<file path="src/verilog/gpblk_pkg.sv">
package gpblk_pkg;
  // drive modes, three bits per pin
  localparam logic [2:0] GPBLK_DM_OFF    = 3'h0;
  localparam logic [2:0] GPBLK_DM_INONLY = 3'h1;
  localparam logic [2:0] GPBLK_DM_RES_PU = 3'h2;
  localparam logic [2:0] GPBLK_DM_RES_PD = 3'h3;
  localparam logic [2:0] GPBLK_DM_OD_LO  = 3'h4;
  localparam logic [2:0] GPBLK_DM_OD_HI  = 3'h5;
  localparam logic [2:0] GPBLK_DM_STRONG = 3'h6;
  localparam logic [2:0] GPBLK_DM_WEAK   = 3'h7;
  // interrupt edge select
  localparam logic [1:0] GPBLK_EDGE_NONE = 2'h0;
  localparam logic [1:0] GPBLK_EDGE_RISE = 2'h1;
  localparam logic [1:0] GPBLK_EDGE_FALL = 2'h2;
  localparam logic [1:0] GPBLK_EDGE_BOTH = 2'h3;
  localparam int GPBLK_PORT_W   = 8;
  localparam int GPBLK_MAX_PINS = 50;

  // per-port configuration from software
  typedef struct packed {
    logic [GPBLK_PORT_W-1:0][2:0] drive_mode;
    logic [GPBLK_PORT_W-1:0]      lvttl_sel;
    logic [GPBLK_PORT_W-1:0]      in_dis;
    logic [GPBLK_PORT_W-1:0]      out_dis;
    logic [GPBLK_PORT_W-1:0]      slew_slow;
    logic [GPBLK_PORT_W-1:0]      periph_sel;
    logic [GPBLK_PORT_W-1:0]      data_out;
    logic [GPBLK_PORT_W-1:0][1:0] edge_sel;
  } gpblk_cfg_t;

  // pad controls toward the analog cells
  typedef struct packed {
    logic [GPBLK_PORT_W-1:0][2:0] drive_mode;
    logic [GPBLK_PORT_W-1:0]      out_val;
    logic [GPBLK_PORT_W-1:0]      out_en;
    logic [GPBLK_PORT_W-1:0]      lvttl_sel;
    logic [GPBLK_PORT_W-1:0]      in_en;
    logic [GPBLK_PORT_W-1:0]      slew_slow;
  } gpblk_pad_t;
endpackage : gpblk_pkg

</file>
<file path="src/verilog/gpblk_port.sv">
`timescale 1ns/10ps
// Notes on behaviour
// RULE1 - up to fifty pins, shared pins allowed
// RULE2 - eight drive modes per pin
// RULE3 - per pin CMOS or LVTTL threshold
// RULE4 - input and output disabled independently
// RULE5 - hold latches pin state for sleep
// RULE6 - per pin slew rate select
// RULE7 - ports of eight pins, own config
// RULE8 - reset forces all drivers disabled
// RULE9 - per pin mux: register or peripheral
// RULE10 - output register and sensed state register
// RULE11 - edge interrupt only when enabled
// RULE12 - port events merge into one request
// RULE13 - reset wake leaves pins high impedance
// RULE14 - interrupt wake keeps held drivers
// RULE15 - edge select, pending cleared writing one
// RULE16 - inputs synchronised two stages first
module gpblk_port
  import gpblk_pkg::*;
#(
  // RULE1 ports tile up to fifty pins
  parameter int W = GPBLK_PORT_W
) (
  input  wire logic                 clk_i,
  input  wire logic                 rst_b_i,
  input  wire gpblk_cfg_t           cfg_i,
  input  wire logic                 cfg_wr_i,
  input  wire logic                 hold_i,
  input  wire logic                 sleep_i,
  input  wire logic [GPBLK_PORT_W-1:0] periph_out_i,
  input  wire logic [GPBLK_PORT_W-1:0] periph_oe_i,
  input  wire logic [GPBLK_PORT_W-1:0] int_clr_i,
  input  wire logic [GPBLK_PORT_W-1:0] pin_in_i,
  output gpblk_pad_t                pad_o,
  output logic [GPBLK_PORT_W-1:0]   pin_state_o,
  output logic [GPBLK_PORT_W-1:0]   periph_in_o,
  output logic [GPBLK_PORT_W-1:0]   int_pend_o,
  output logic                      irq_o
);

  ////////////////////////////////////////////////////////////////
  typedef struct packed {
    logic [GPBLK_PORT_W-1:0] sync1;
    logic [GPBLK_PORT_W-1:0] sync2;
    logic [GPBLK_PORT_W-1:0] state;
    logic [GPBLK_PORT_W-1:0] pend;
    logic                    irq;
    logic                    frozen;
    // set one, two and three edges after reset: sync chain filled
    logic                    fill1;
    logic                    fill2;
    logic                    fill3;
    gpblk_pad_t              pad;
  } gpblk_st_t;

  gpblk_st_t st_reg;
  gpblk_st_t st_next;

  // edge match for one pin under its edge selection
  function automatic logic gpblk_edge_hit(input logic [1:0] sel, input logic prev,
                                          input logic cur);
    gpblk_edge_hit = ((sel == GPBLK_EDGE_RISE || sel == GPBLK_EDGE_BOTH) && !prev && cur) ||
                     ((sel == GPBLK_EDGE_FALL || sel == GPBLK_EDGE_BOTH) && prev && !cur);
  endfunction : gpblk_edge_hit

  // drive modes that actively source or sink the pin
  function automatic logic gpblk_drives(input logic [2:0] dm);
    gpblk_drives = (dm != GPBLK_DM_OFF) && (dm != GPBLK_DM_INONLY);
  endfunction : gpblk_drives

  ////////////////////////////////////////////////////////////////
  // next state
  always_comb begin
    logic hit;
    hit = 1'b0;
    st_next = st_reg;
    // RULE16 two stage sync
    st_next.sync1 = pin_in_i;
    st_next.sync2 = st_reg.sync1;
    // fill flags ride with the sync chain; edges wait until the state
    // register holds a real pin level, else a pin idling high would
    // look like a rising edge right after reset
    st_next.fill1 = 1'b1;
    st_next.fill2 = st_reg.fill1;
    st_next.fill3 = st_reg.fill2;
    // RULE10 sensed level register, gated by input disable
    // RULE4 input disable
    st_next.state = st_reg.sync2 & ~cfg_i.in_dis;
    for (int i = 0; i < W; i++) begin
      // RULE11 edge event when enabled
      // RULE15 set beats clear
      hit = gpblk_edge_hit(cfg_i.edge_sel[i], st_reg.state[i], st_reg.sync2[i]);
      hit = hit && st_reg.fill3 && !cfg_i.in_dis[i];
      st_next.pend[i] = hit | (st_reg.pend[i] & ~int_clr_i[i]);
    end
    // RULE12 one request per port
    st_next.irq = |st_next.pend;
    // RULE5 hold freezes pads; RULE14 released only by new config or reset
    if (hold_i && sleep_i) begin
      st_next.frozen = 1'b1;
    end else if (cfg_wr_i) begin
      st_next.frozen = 1'b0;
    end
    if (!st_next.frozen) begin
      for (int i = 0; i < W; i++) begin
        // RULE9 register or peripheral source
        st_next.pad.out_val[i] = cfg_i.periph_sel[i] ? periph_out_i[i] : cfg_i.data_out[i];
        // RULE2 drive mode; RULE4 output disable
        st_next.pad.out_en[i] = gpblk_drives(cfg_i.drive_mode[i]) && !cfg_i.out_dis[i] &&
                                (!cfg_i.periph_sel[i] || periph_oe_i[i]);
      end
      st_next.pad.drive_mode = cfg_i.drive_mode;
      // RULE3 threshold select
      st_next.pad.lvttl_sel  = cfg_i.lvttl_sel;
      st_next.pad.in_en      = ~cfg_i.in_dis;
      // RULE6 slew select
      st_next.pad.slew_slow  = cfg_i.slew_slow;
    end
  end

  // RULE8 reset disables drivers; RULE13 reset wake is high impedance
  always_ff @(posedge clk_i or negedge rst_b_i) begin
    if (!rst_b_i) begin
      st_reg <= '0;
    end else begin
      st_reg <= st_next;
    end
  end

  ////////////////////////////////////////////////////////////////
  // RULE7 eight pin port outputs, all from flops
  assign pad_o       = st_reg.pad;
  assign pin_state_o = st_reg.state;
  assign periph_in_o = st_reg.state;
  assign int_pend_o  = st_reg.pend;
  assign irq_o       = st_reg.irq;
endmodule : gpblk_port

</file>
<file path="config.mk">
export PLATFORM = sky130hd
export DESIGN_NAME = gpblk_port
export DESIGN_NICKNAME = d
export VERILOG_FILES = /design/src/verilog/gpblk_pkg.sv /design/src/verilog/gpblk_port.sv
export SDC_FILE = /design/constraint.sdc
export NUM_CORES = 1
export LEC_CHECK = 0
export ABC_AREA = 1
export BUFFER_PORTS_ARGS = -buffer_cell sky130_fd_sc_hd__buf_4
export CORE_MARGIN = 4
export CORE_UTILIZATION = 42
export DETAILED_ROUTE_END_ITERATION = 6
export MAX_ROUTING_LAYER = met4
export PLACE_DENSITY = 0.76
export SLEW_MARGIN = 5
export SYNTH_ARGS = -nofsm -noshare
export SYNTH_HDL_FRONTEND = slang
export SYNTH_SLANG_ARGS = --single-unit
</file>
<file path="constraint.sdc">
create_clock -name clk_i -period 0.9 [get_ports clk_i]
set_input_delay 0.09 -clock clk_i [delete_from_list [all_inputs] [get_ports clk_i]]
set_output_delay 0.09 -clock clk_i [all_outputs]
set_load 0.1 [all_outputs]
</file>
[Word-level counts from Yosys, hierarchy flattened]
Cells that the tools add are included.
Cells by class
  reductions and logical operators: 154
  muxes and demuxes: 10
  eq/ne operators: 32
  bitwise gates (word level): 26
Operators by type and width (count)
  logical AND 1 bit: 73
  logical NOT 1 bit: 40
  equality test 2 bit, second input constant: 16
  logical OR 1 bit: 32
  inequality test 3 x 1 -> 1 bit, second input constant: 8
  nonzero test 3 bit: 8
  equality test 2 x 1 -> 1 bit, second input constant: 8
  two-way mux 1 bit: 10
  bitwise AND 1 bit: 8
  bitwise AND 8 bit: 1
  inverter 1 bit: 8
  inverter 8 bit: 1
  bitwise OR 1 bit: 8
  OR reduction 8 bit: 1
Word-level totals
  output and inout bits: 89
  register bits: 101

[Longest topological paths before layout]
Gate-level depths: netlist of the first run.
  depth after elaboration: 9
  mapped depth: 8
  gate-level depth less buffers: 8

[Least setup slack after synthesis of the first run]
No wires, ideal clock.
  kind: flip-flop to flip-flop
  from: register st_reg[67] (netlist name)
  to: register st_reg, in the netlist pad_o[31]
  setup time: 0.121 ns
  slack: -0.117 ns
  data required time: 0.779 ns
  buffers on the path: 1
  cell stages (with the launch flop): 8
  arrival time: 0.896 ns
  path through: dfrtp_1 -> nand2_2 -> nand2_4 -> inv_2 -> buf_6 -> nand2_1 -> nand2_1 -> a22o_1
Between the ends
  word-level cells in the longest chain between the ends: 2
RTL lines
  start, declared: line gpblk_port.sv:57  | gpblk_st_t st_reg;
  start signal, assigned: line gpblk_port.sv:127  | st_reg <= st_next;
  two-way mux 1 bit: line gpblk_port.sv:102  | end else if (cfg_wr_i) begin
  two-way mux 1 bit: line gpblk_port.sv:100  | if (hold_i && sleep_i) begin
Every way passes these cells.
A chain may end at the register's enable or synchronous reset.

[Final worst setup path of the first run]
  from: register st_reg[67] (netlist name)
  to: register st_reg, in the netlist pad_o[30]
The elaborated chain is that of the path after synthesis.

==> results of run 1 <==
[power groups by stage]
stage	Combinational, mW	Sequential, mW	Clock [mW]
global placement	5.33	5.30	0
detailed placement	5.39	5.31	0
global route	8.48	5.57	3.20
finish	8.27	5.52	2.99
floorplan	4.44	5.31	0
CTS	7.44	5.45	3.00
[synthesized netlist by cell type (all sizes together)]
master | count | area (um^2)
dfrtp | 101 | 2527
conb | 1 | 3.750
inv | 51 | 191.4
nor2 | 42 | 157.7
o21ai | 24 | 120.1
nand2 | 191 | 726.9
clkbuf | 1 | 3.750
a22o | 1 | 8.760
buf | 100 | 740.7
a21oi | 16 | 80.08
o211ai | 7 | 52.55
[logic make-up after synthesis]
| logic type | count (synthesis) | synth area share |
|---|---|---|
| flip-flops | 101 | 0.5479 |
| AND/OR/NAND/NOR | 233 | 0.1918 |
| AO/OA/AOI/OAI | 48 | 0.05669 |
| other | 1 | 0.0008129 |
| buffers and inverters | 152 | 0.2029 |
[worst max-delay path: stages, from the launching register on]
cell      delay (ns)
dfrtp_1         0.38
nand2_2         0.12
nand2_8         0.09
buf_12          0.15
inv_12          0.07
buf_12          0.15
o211ai_1        0.12
nand2_1         0.11
[final cells by class]
cell class,count,area [um^2],share of cell area
sequential,101,2542,0.2738
timing repair inverter,1,16.27,0.001752
multi-input combinational,282,1733,0.1866
clock buffer,10,127.6,0.01374
timing repair buffer,366,4415,0.4755
inverter,51,206.4,0.02223
tap,140,175.2,0.01887
clock inverter,6,68.82,0.007411
[worst max path at each step]
| stage | slack, ns | cells after the start | endpoint | startpoint |
|---|---|---|---|---|
| CTS | -0.30 | 2 | periph_in_o[0] | periph_in_o[0] |
| global placement | -0.25 | 8 | irq_o | st_reg[64] |
| floorplan | -0.11 | 7 | pad_o[31] | st_reg[67] |
| detailed placement | -0.28 | 8 | irq_o | st_reg[64] |
| finish | -0.36 | 7 | pad_o[30] | st_reg[67] |
| global route | -0.45 | 9 | irq_o | periph_in_o[4] |
[layer usage]
layer,vias to the layer above,GRT usage,share of wire,wire length (um)
met4,0,0.1394,0.057,1083
met5,-,-,0,0
met1,2283,0.2803,0.34,6490
li1,2088,-,-,-
met2,292,0.4791,0.54,10270
met3,86,0.05294,0.065,1243
[timing repair]
| item | CTS | global route |
|---|---|---|
| gates cloned | 13 | 1 |
| hold buffers | 64 | 0 |
| setup endpoints to repair | 163 | 163 |
| endpoints found under the hold margin | 173 | 0 |
| pin swaps | 22 | 46 |
| resized for setup | 352 | 175 |
| setup buffers | 23 | 36 |
==> summary.md, run 1 <==
| Metric | Value |
|---|---|
| Setup TNS Final | -33.46 ns |
| DP Cell Count | 812 |
| Rows | 38 |
| Via count | 4,749 |
| # diodes | 0 |
| F_max | 792.4 MHz |
| Total routed wirelength | 19.09 mm |
| P per Cell Area | 1807 mW/mm^2 |
| Crit path max fanout | 8 |
| Leak pwr | between 4 and 5 nW |
| Placed inst area | between 0.005 and 0.006 mm^2 |
| Combinational Power Share | 0.493 |
| Library cells used by synthesis | 17 |
| Dpl ws | -0.2834 ns |
| Worst hold path class | in2reg |
| Worst Reg-to-Reg Cells | 7 |
| Finished Cell Area | 0.009285 mm^2 |
| Starting Density | 0.4274 |
| Largest net degree at the start of global routing | 50 |
| First-pass GRT wire length | 25.76 mm |
| # fillers | approximately 440 |
| Skew final | 0.01137 ns |
| Status | complete, but fails checks |
| Drt initial violations | approximately 200 |
| CTS tree | yes |
| Inserted Clock Buffers | 9 |
| Worst hold endpoint | pad_o[32] |
| Final period util | 1.402 |
| Seq/Total Area, Yosys | 0.5479 |
| Reg-to-reg endpoint | pad_o[30] |
| Synth Register Bits | 101 |
| CP Data Required Time | about 1.2 ns |
| Pins Over Slew Limit | 0 |
| Drt drc | 0 |
| NetSw | 7.146 mW |
| Die span in y | about 110 um |
| # H-tree levels | 3 |
| Final min period | 1.262 ns |
| Average size of a mapped cell | 8.623 um^2 |
| Non-Filler Instances | 957 |
| Share of layout cells above drive strength 1 | 0.5826 |
| Sequential power share | 0.329 |
| Routed Antenna Nets | 0 |
| Max_cap viols | 0 |
| YS warnings | 0 |
| Root buffer cell | clkbuf_8 |
| Sw Ratio | 0.4258 |
| Internal power | 9.635 mW |
| Worst ir drop on vdd | ~1300 uV |
| Syn nets | 660 |
| Maximum clock path buffer count | 2 |
| Critical path arrival | ~1.6 ns |
| RePlAce Congestion | 0.8202 |
| Commonest non-fill, non-tap cells in the layout | 172 x buf_4, 102 x buf_12, 89 x dfrtp_1 |
| Total power | 16.78 mW |
| Final Worst Setup Slack | -0.3619 ns |
| Clock Latency Late Sink | 0.37 ns |
| GRT Total Usage | 0.2688 |
| RR Startpoint | st_reg[67] |
| CORE AREA | 0.01079 mm^2 |
| Vias in the first global route | about 5,000 |
| Hold_sp | cfg_i[16] |
| Synth Cell Area | 0.004613 mm^2 |
| Final setup vio count | around 160 |
| NumNets Final | between 900 and 1,000 |
| Layout Utilization | 0.8603 |
| Unrepaired setup endpoints after global routing | true |
| Kind of critical path | reg2reg |
| CP endpoint kind | flop |
| Post-DP HPWL | 8.599 mm |
| Vias per cell | 4.962 |
| Initial antenna violation count | 0 |
| Max reg flops | 64 |
| Depth of the worst hold-timing path | 3 |
| Worst hold margin | 0.03348 ns |
| Failing checks | negative setup slack |
| Die area | 0.01273 mm^2 |
| DRT Pass-1 Iters | 5 |
| Commonest non-fill, non-tap cell in the layout | buf_4 |
| R2R Setup Slk | -0.36 ns |
| Mapped Cells | 535 |
| # clock sinks | just over 100 |
| Io pins | 214 |
| Startpoint Class | flop |
| Total global routing overflow | 0 |
| WL/cell | 19.94 um |
| Count of final hold-check violations | 0 |
| Area Overhead vs Synth | 101.3% |
| PortBufs | approximately 210 |
| Clock share of power | 0.178 |
| Die width | around 110 um |
| Clock slew at reported path FFs | 0.10 ns |
Power figures use the tool's default switching activity.
==> run 2, diff against run 1 <==
--- a/config.mk
+++ b/config.mk
@@ -12,7 +12,7 @@
 export DETAILED_ROUTE_END_ITERATION = 6
 export MAX_ROUTING_LAYER = met4
 export PLACE_DENSITY = 0.76
-export SLEW_MARGIN = 5
+export SETUP_SLACK_MARGIN = 0.2
 export SYNTH_ARGS = -nofsm -noshare
 export SYNTH_HDL_FRONTEND = slang
 export SYNTH_SLANG_ARGS = --single-unit
==> run 2 against run 1 <==
- the run ends with negative hold slack, negative setup slack left
- clock skew rose by 0.0022 ns
- die area did not move
- design area rose by 0.66%
- first-iteration DRC count rose by 25%
- sequential share of layout area barely moved
- combinational power rose by 0.8%
- clock power rose by 15%
- critical path type unchanged
==> summary.md, run 2 (synthesis gave the netlist of run 1 again) <==
| Metric | Value |
|---|---|
| Hold Buf Count CTS | 56 (-13%) |
| CP endpoint kind | flop |
| Startpoint Class | flop |
| Total routed wirelength | 19.70 mm (+3.2%) |
| Via count | 4,729 (-0.42%) |
| # H-tree levels | 3 (unchanged) |
| Rows | 38 (unchanged) |
| Starting Density | 0.4274 (unchanged) |
| Clock slew at reported path FFs | 0.10 ns (about the same) |
| Unrepaired setup endpoints after global routing | true |
| Kind of critical path | reg2reg |
| CTS tree | yes |
| # fillers | 443 (+1.1%) |
| Crit path max fanout | 8 (unchanged) |
| Commonest non-fill, non-tap cell in the layout | buf_4 |
| Root buffer cell | clkbuf_8 |
| Vias per cell | 4.926 (-0.73%) |
| Clock Latency Late Sink | 0.37 ns (about the same) |
| Final Worst Setup Slack | -0.5031 ns (-0.1412 ns) |
| # clock sinks | 101 (unchanged) |
| Io pins | 214 (unchanged) |
| Final period util | 1.559 (+0.1569) |
| RR Startpoint | st_reg[64] |
| DRT Pass-1 Iters | 4 (-1) |
| Final min period | 1.403 ns (+0.1412 ns) |
| CORE AREA | 0.01079 mm^2 (unchanged) |
| Worst Reg-to-Reg Cells | 8 (+1) |
| Count of final hold-check violations | 1 (+1) |
| Pins Over Slew Limit | 0 (unchanged) |
| Drt initial violations | 256 (+25%) |
| Largest net degree at the start of global routing | 28 (-44%) |
| P per Cell Area | 1856 mW/mm^2 (+2.7%) |
| Failing checks | negative hold slack, negative setup slack |
| Total global routing overflow | 0 (unchanged) |
| R2R Setup Slk | -0.50 ns (-0.14 ns) |
| Area Overhead vs Synth | 102.6% |
| RePlAce Congestion | 0.8371 (+2.1%) |
| Max reg flops | 64 (unchanged) |
| Die span in y | 112.8 um (unchanged) |
| Capture point of the worst path | irq_o |
| Sequential cell area | 0.002562 mm^2 (+0.79%) |
| Crit path launch | st_reg[64] |
| Routed Antenna Nets | 0 (unchanged) |
| Total power | 17.35 mW (+3.4%) |
| F_max | 712.7 MHz (-10%) |
| Skew final | 0.01354 ns (+0.002173 ns) |
| First-pass GRT wire length | 24.32 mm (-5.6%) |
| Layout Utilization | 0.8660 (+0.005681) |
| Final setup vio count | 162 (-0.61%) |
| WL/cell | 20.52 um (+2.9%) |
| Drt drc | 0 (unchanged) |
| Die width | 112.8 um (unchanged) |
| Leak pwr | 4.797 nW (+1.2%) |
| CP Data Required Time | 1.16 ns (-0.04 ns) |
| Vias in the first global route | 4,791 (-4.1%) |
| NumNets Final | 939 (+0.21%) |
| Initial antenna violation count | 1 (+1) |
| Critical path arrival | 1.66 ns (+0.10 ns) |
| Maximum clock path buffer count | 2 (unchanged) |
| Die area | 0.01273 mm^2 (unchanged) |
| Worst ir drop on vdd | 1139 uV (-11%) |
| Inserted Clock Buffers | 9 (unchanged) |
| Post-DP HPWL | 8.867 mm (+3.1%) |
| Max_cap viols | 0 (unchanged) |
| GRT Total Usage | 0.2541 (-0.01476) |
| Status | complete, but fails checks |
| Worst hold path class | in2reg |
| Worst hold margin | -0.04254 ns (-0.07602 ns) |
| PortBufs | 213 (unchanged) |
| Reg-to-reg endpoint | irq_o |
| Commonest non-fill, non-tap cells in the layout | 177 x buf_4, 100 x buf_12, 86 x nand2_1 |
| Share of layout cells above drive strength 1 | 0.5934 (+0.01079) |
| Area occupied by multi-input gates | 0.001702 mm^2 (-1.8%) |
-- run 2: worst min path at each step --
stage / startpoint / end / slack [ns] / cells past startpoint
CTS: cfg_i[87] / pad_o[63] / -0.06 / 3
global route: cfg_i[87] / pad_o[63] / -0.04 / 3
global placement: rst_b_i / periph_in_o[5] / 0.007 / 1
finish: cfg_i[87] / pad_o[63] / -0.04 / 3
detailed placement: rst_b_i / int_pend_o[5] / 0.008 / 1
floorplan: rst_b_i / int_pend_o[0] / -0.21 / 0
-- run 2: per-stage QoR --
stage | std cells | cell area [um^2] | worst slack, ns | TNS [ns]
2_1_floorplan | 535 | 4679 | -0.1067 | -3.578
6_report | 960 | 9346 | -0.5031 | -36.79
5_1_grt | 960 | 9346 | -0.5441 | -41.92
4_1_cts | 912 | 8447 | -0.2900 | -32.71
3_3_place_gp | 822 | 5987 | -0.2297 | -8.811
3_5_place_dp | 822 | 5987 | -0.2463 | -10.25
-- run 2: critical path, stage by stage, from the launching register on --
cell and delay [ns]:
dfrtp_1 0.41, inv_4 0.13, nor2_2 0.07, nand2_1 0.07
nor2_1 0.05, nor2_1 0.20, nand2_1 0.13, nor2_2 0.16
nand2_1 0.07
-- run 2: routing by layer --
metal	up-vias	wire, um	track usage
met4	0	951	0.1266
met2	266	10890	0.4530
li1	2086	-	-
met3	84	1175	0.05615
met5	-	0	-
met1	2293	6683	0.2629
-- run 2: what timing repair did --
item,4_1_cts,5_1_grt
gates resized for setup,362,163
buffers inserted,10,45
pin swaps,37,34
endpoints found under the hold margin,172,2
gates cloned,8,2
endpoints found under the setup margin,163,168
-- run 2: where the power goes --
group / switching [mW] / internal, mW / total (mW)
logic: 4.96 / 3.38 / 8.34
registers: 0.554 / 5.02 / 5.57
clock network: 1.58 / 1.85 / 3.43
total: 7.10 / 10.3 / 17.4
-- run 2: final cells by class --
cell class,count,share of cell area
diodes,1,0.0002677
clock buffers,12,0.01446
clock inverters,4,0.01044
inverters,51,0.02209
multi-input cells,282,0.1821
flip-flops and latches,101,0.2742
well taps,140,0.01874
repair buffers,369,0.4778
==> run 3, diff against run 2 <==
--- a/config.mk
+++ b/config.mk
@@ -8,10 +8,10 @@
 export ABC_AREA = 1
 export BUFFER_PORTS_ARGS = -buffer_cell sky130_fd_sc_hd__buf_4
 export CORE_MARGIN = 4
-export CORE_UTILIZATION = 42
+export CORE_UTILIZATION = 47
 export DETAILED_ROUTE_END_ITERATION = 6
 export MAX_ROUTING_LAYER = met4
-export PLACE_DENSITY = 0.76
+export PLACE_DENSITY = 0.8
 export SETUP_SLACK_MARGIN = 0.2
 export SYNTH_ARGS = -nofsm -noshare
 export SYNTH_HDL_FRONTEND = slang
==> constraint.sdc (replaced) <==
create_clock -name clk_i -period 1.45 [get_ports clk_i]
set_input_delay 0.145 -clock clk_i [delete_from_list [all_inputs] [get_ports clk_i]]
set_output_delay 0.145 -clock clk_i [all_outputs]
set_load 0.1 [all_outputs]
==> run 3 against run 2 <==
- the run now ends clean
- register-to-register slack improved by 0.77 ns
- setup slack better by 0.70 ns
- clock-buffer cell count shrank 3
- cell count is 11% lower
- sequential cell count is the same
- routed wire length decreased by 39%
- die area fell by 9.9%
- combinational power decreased by 59%
- global-route usage is 4.0 points lower
- design area shrank 31%
- largest cell class is now registers
==> summary.md, run 3 (synthesis gave the netlist of run 1 again) <==
| Metric | Value |
|---|---|
| Max_cap viols | 0 (unchanged) |
| NumNets Final | 841 (-10%) |
| Ordered list of cells on the worst path | buf_4 |
| Unrepaired setup endpoints after global routing | true |
| Vias per cell | 4.489 (-8.9%) |
| DP Cell Count | 782 (-4.9%) |
| Largest net degree at the start of global routing | 63 (+130%) |
| Clock share of power | 0.199 (about the same) |
| Critical path arrival | 1.11 ns (-0.55 ns) |
| WL/cell | 14.12 um (-31%) |
| Setup TNS Final | 0 ns (+36.79 ns) |
| # clock sinks | 101 (unchanged) |
| Initial antenna violation count | 0 (-1) |
| Die span in y | 107.1 um (-5.1%) |
| Non-Filler Instances | 850 (-11%) |
| Worst Path Buf+Inv | 1 (unchanged) |
| Die area | 0.01146 mm^2 (-9.9%) |
| Starting Density | 0.4900 (+0.06254) |
| # H-tree levels | 3 (unchanged) |
| Clock Latency Late Sink | 0.35 ns (-0.02 ns) |
| Placed inst area | 0.005712 mm^2 (-4.6%) |
| Pins Over Slew Limit | 0 (unchanged) |
| Worst hold path class | in2reg |
| Routed Antenna Nets | 0 (unchanged) |
| RePlAce Congestion | 0.8058 (-3.7%) |
| Worst hold margin | 0.01938 ns (+0.06192 ns) |
| Area Overhead vs Synth | 40.03% |
| Skew final | 0.01061 ns (-0.002933 ns) |
| Max reg flops | 64 (unchanged) |
| Finished Cell Area | 0.006460 mm^2 (-31%) |
| Sequential power share | 0.392 (+0.071) |
| Crit path max fanout | 4 (-4) |
| Layout Utilization | 0.6861 (-0.1799) |
| Kind of critical path | reg2out |
| Root buffer cell | clkbuf_8 |
| First-pass GRT wire length | 19.04 mm (-22%) |
| NetSw | 3.750 mW (-47%) |
| CP Data Required Time | 1.31 ns (+0.15 ns) |
| F_max | 799.7 MHz |
| Dpl ws | 0.3168 ns (+0.5631 ns) |
| Io pins | 214 (unchanged) |
| Die width | 107.1 um (-5.1%) |
| Maximum clock path buffer count | 2 (unchanged) |
| Final min period | about 1.3 ns |
| Post-CTS Setup Bufs | 0 (-10) |
| Total global routing overflow | 0 (unchanged) |
| Count of final hold-check violations | 0 (-1) |
| Startpoint Class | flop |
| Final setup vio count | 0 (-100%) |
| Inserted Clock Buffers | 9 (unchanged) |
| DRT Pass-1 Iters | 4 (unchanged) |
| CORE AREA | 0.009415 mm^2 (-13%) |
| Largest stage delay, worst path | 0.43 ns (+0.02 ns) |
| PortBufs | 213 (unchanged) |
| Commonest non-fill, non-tap cell in the layout | buf_4 |
| Slowest stage cell, crit path | dfrtp_1 |
| CP endpoint kind | primary output |
| Clock slew at reported path FFs | 0.10 ns (about the same) |
| Via count | 3,816 (-19%) |
| Combinational Power Share | 0.409 (-0.072) |
| # diodes | 0 (-1) |
| Post-DP HPWL | 8.452 mm (-4.7%) |
| CP top delay family | flip-flops |
| Drt drc | 0 (unchanged) |
| Leak pwr | 3.562 nW (-26%) |
| Status | complete, no violations |
| Total power | 8.326 mW (-52%) |
| Share of layout cells above drive strength 1 | 0.3343 (-0.2591) |
| Final period util | 0.8624 |
| Commonest non-fill, non-tap cells in the layout | 205 x buf_4, 189 x nand2_1, 101 x dfrtp_1 |
| Sw Ratio | 0.4504 (+0.04145) |
| Final Worst Setup Slack | 0.1996 ns (+0.7027 ns) |
| GRT Total Usage | 0.2146 (-0.03952) |
| CTS tree | yes |
| Vias in the first global route | 4,031 (-16%) |
| Total routed wirelength | 12.00 mm (-39%) |
| Rows | 35 (-7.9%) |
| Worst ir drop on vdd | 825.7 uV (-28%) |
| Drt initial violations | 123 (-52%) |
| P per Cell Area | 1289 mW/mm^2 (-31%) |
| Internal power | 4.576 mW (-55%) |
## run 3: changes by cell type in the layout (fill, tap and decap cells not counted), sizes merged, moves of 3 or more
cell and delta:
buf -92, clkbuf -5, clkinv +4, dlygate4sd3 -4, bufinv -3, inv +3
## run 3: path summary, 6_finish.rpt
path	cells after the start	end	start	slack (ns)
max	1	periph_in_o[7]	periph_in_o[7]	0.20
min	3	pad_o[45]	cfg_i[69]	0.02
max reg2reg	7	irq_o	periph_in_o[0]	0.27
min reg2reg	0	st_reg[64]	st_next[64]	0.36
max in group asynchronous	3	pad_o[20]	rst_b_i	0.67
min in group asynchronous	3	pad_o[13]	rst_b_i	0.34
## run 3: power groups by stage
stage / logic [mW] / registers [mW] / clock network (mW)
floorplan: 2.76 / 3.29 / 0
global placement: 3.25 / 3.30 / 0
detailed placement: 3.29 / 3.30 / 0
CTS: 3.40 / 3.25 / 1.71
global route: 3.55 / 3.30 / 1.83
finish: 3.41 / 3.26 / 1.66
## run 3: metal layers
layer,routed length (um),GRT usage,up-vias
li1,-,-,1886
met1,4746,0.2467,1754
met2,6238,0.3811,152
met4,215,0.06393,0
met5,0,-,-
met3,802,0.04034,24
## run 3: what timing repair did
action / 4_1_cts / 5_1_grt
pin swaps: 0 / 1
endpoints found under the hold margin: 158 / 0
hold buffers: 52 / 0
gates resized for setup: 0 / 13
endpoints found under the setup margin: 2 / 15
## run 3: layout make-up
type / instances / area, um^2
Fill cell: 724 / 2955
Sequential cell: 101 / 2527
Timing Repair Buffer: 271 / 2243
Multi-Input combinational cell: 282 / 1154
Inverter: 51 / 193.9
Tap cell: 129 / 161.4
Clock buffer: 9 / 123.9
Clock inverter: 7 / 56.30
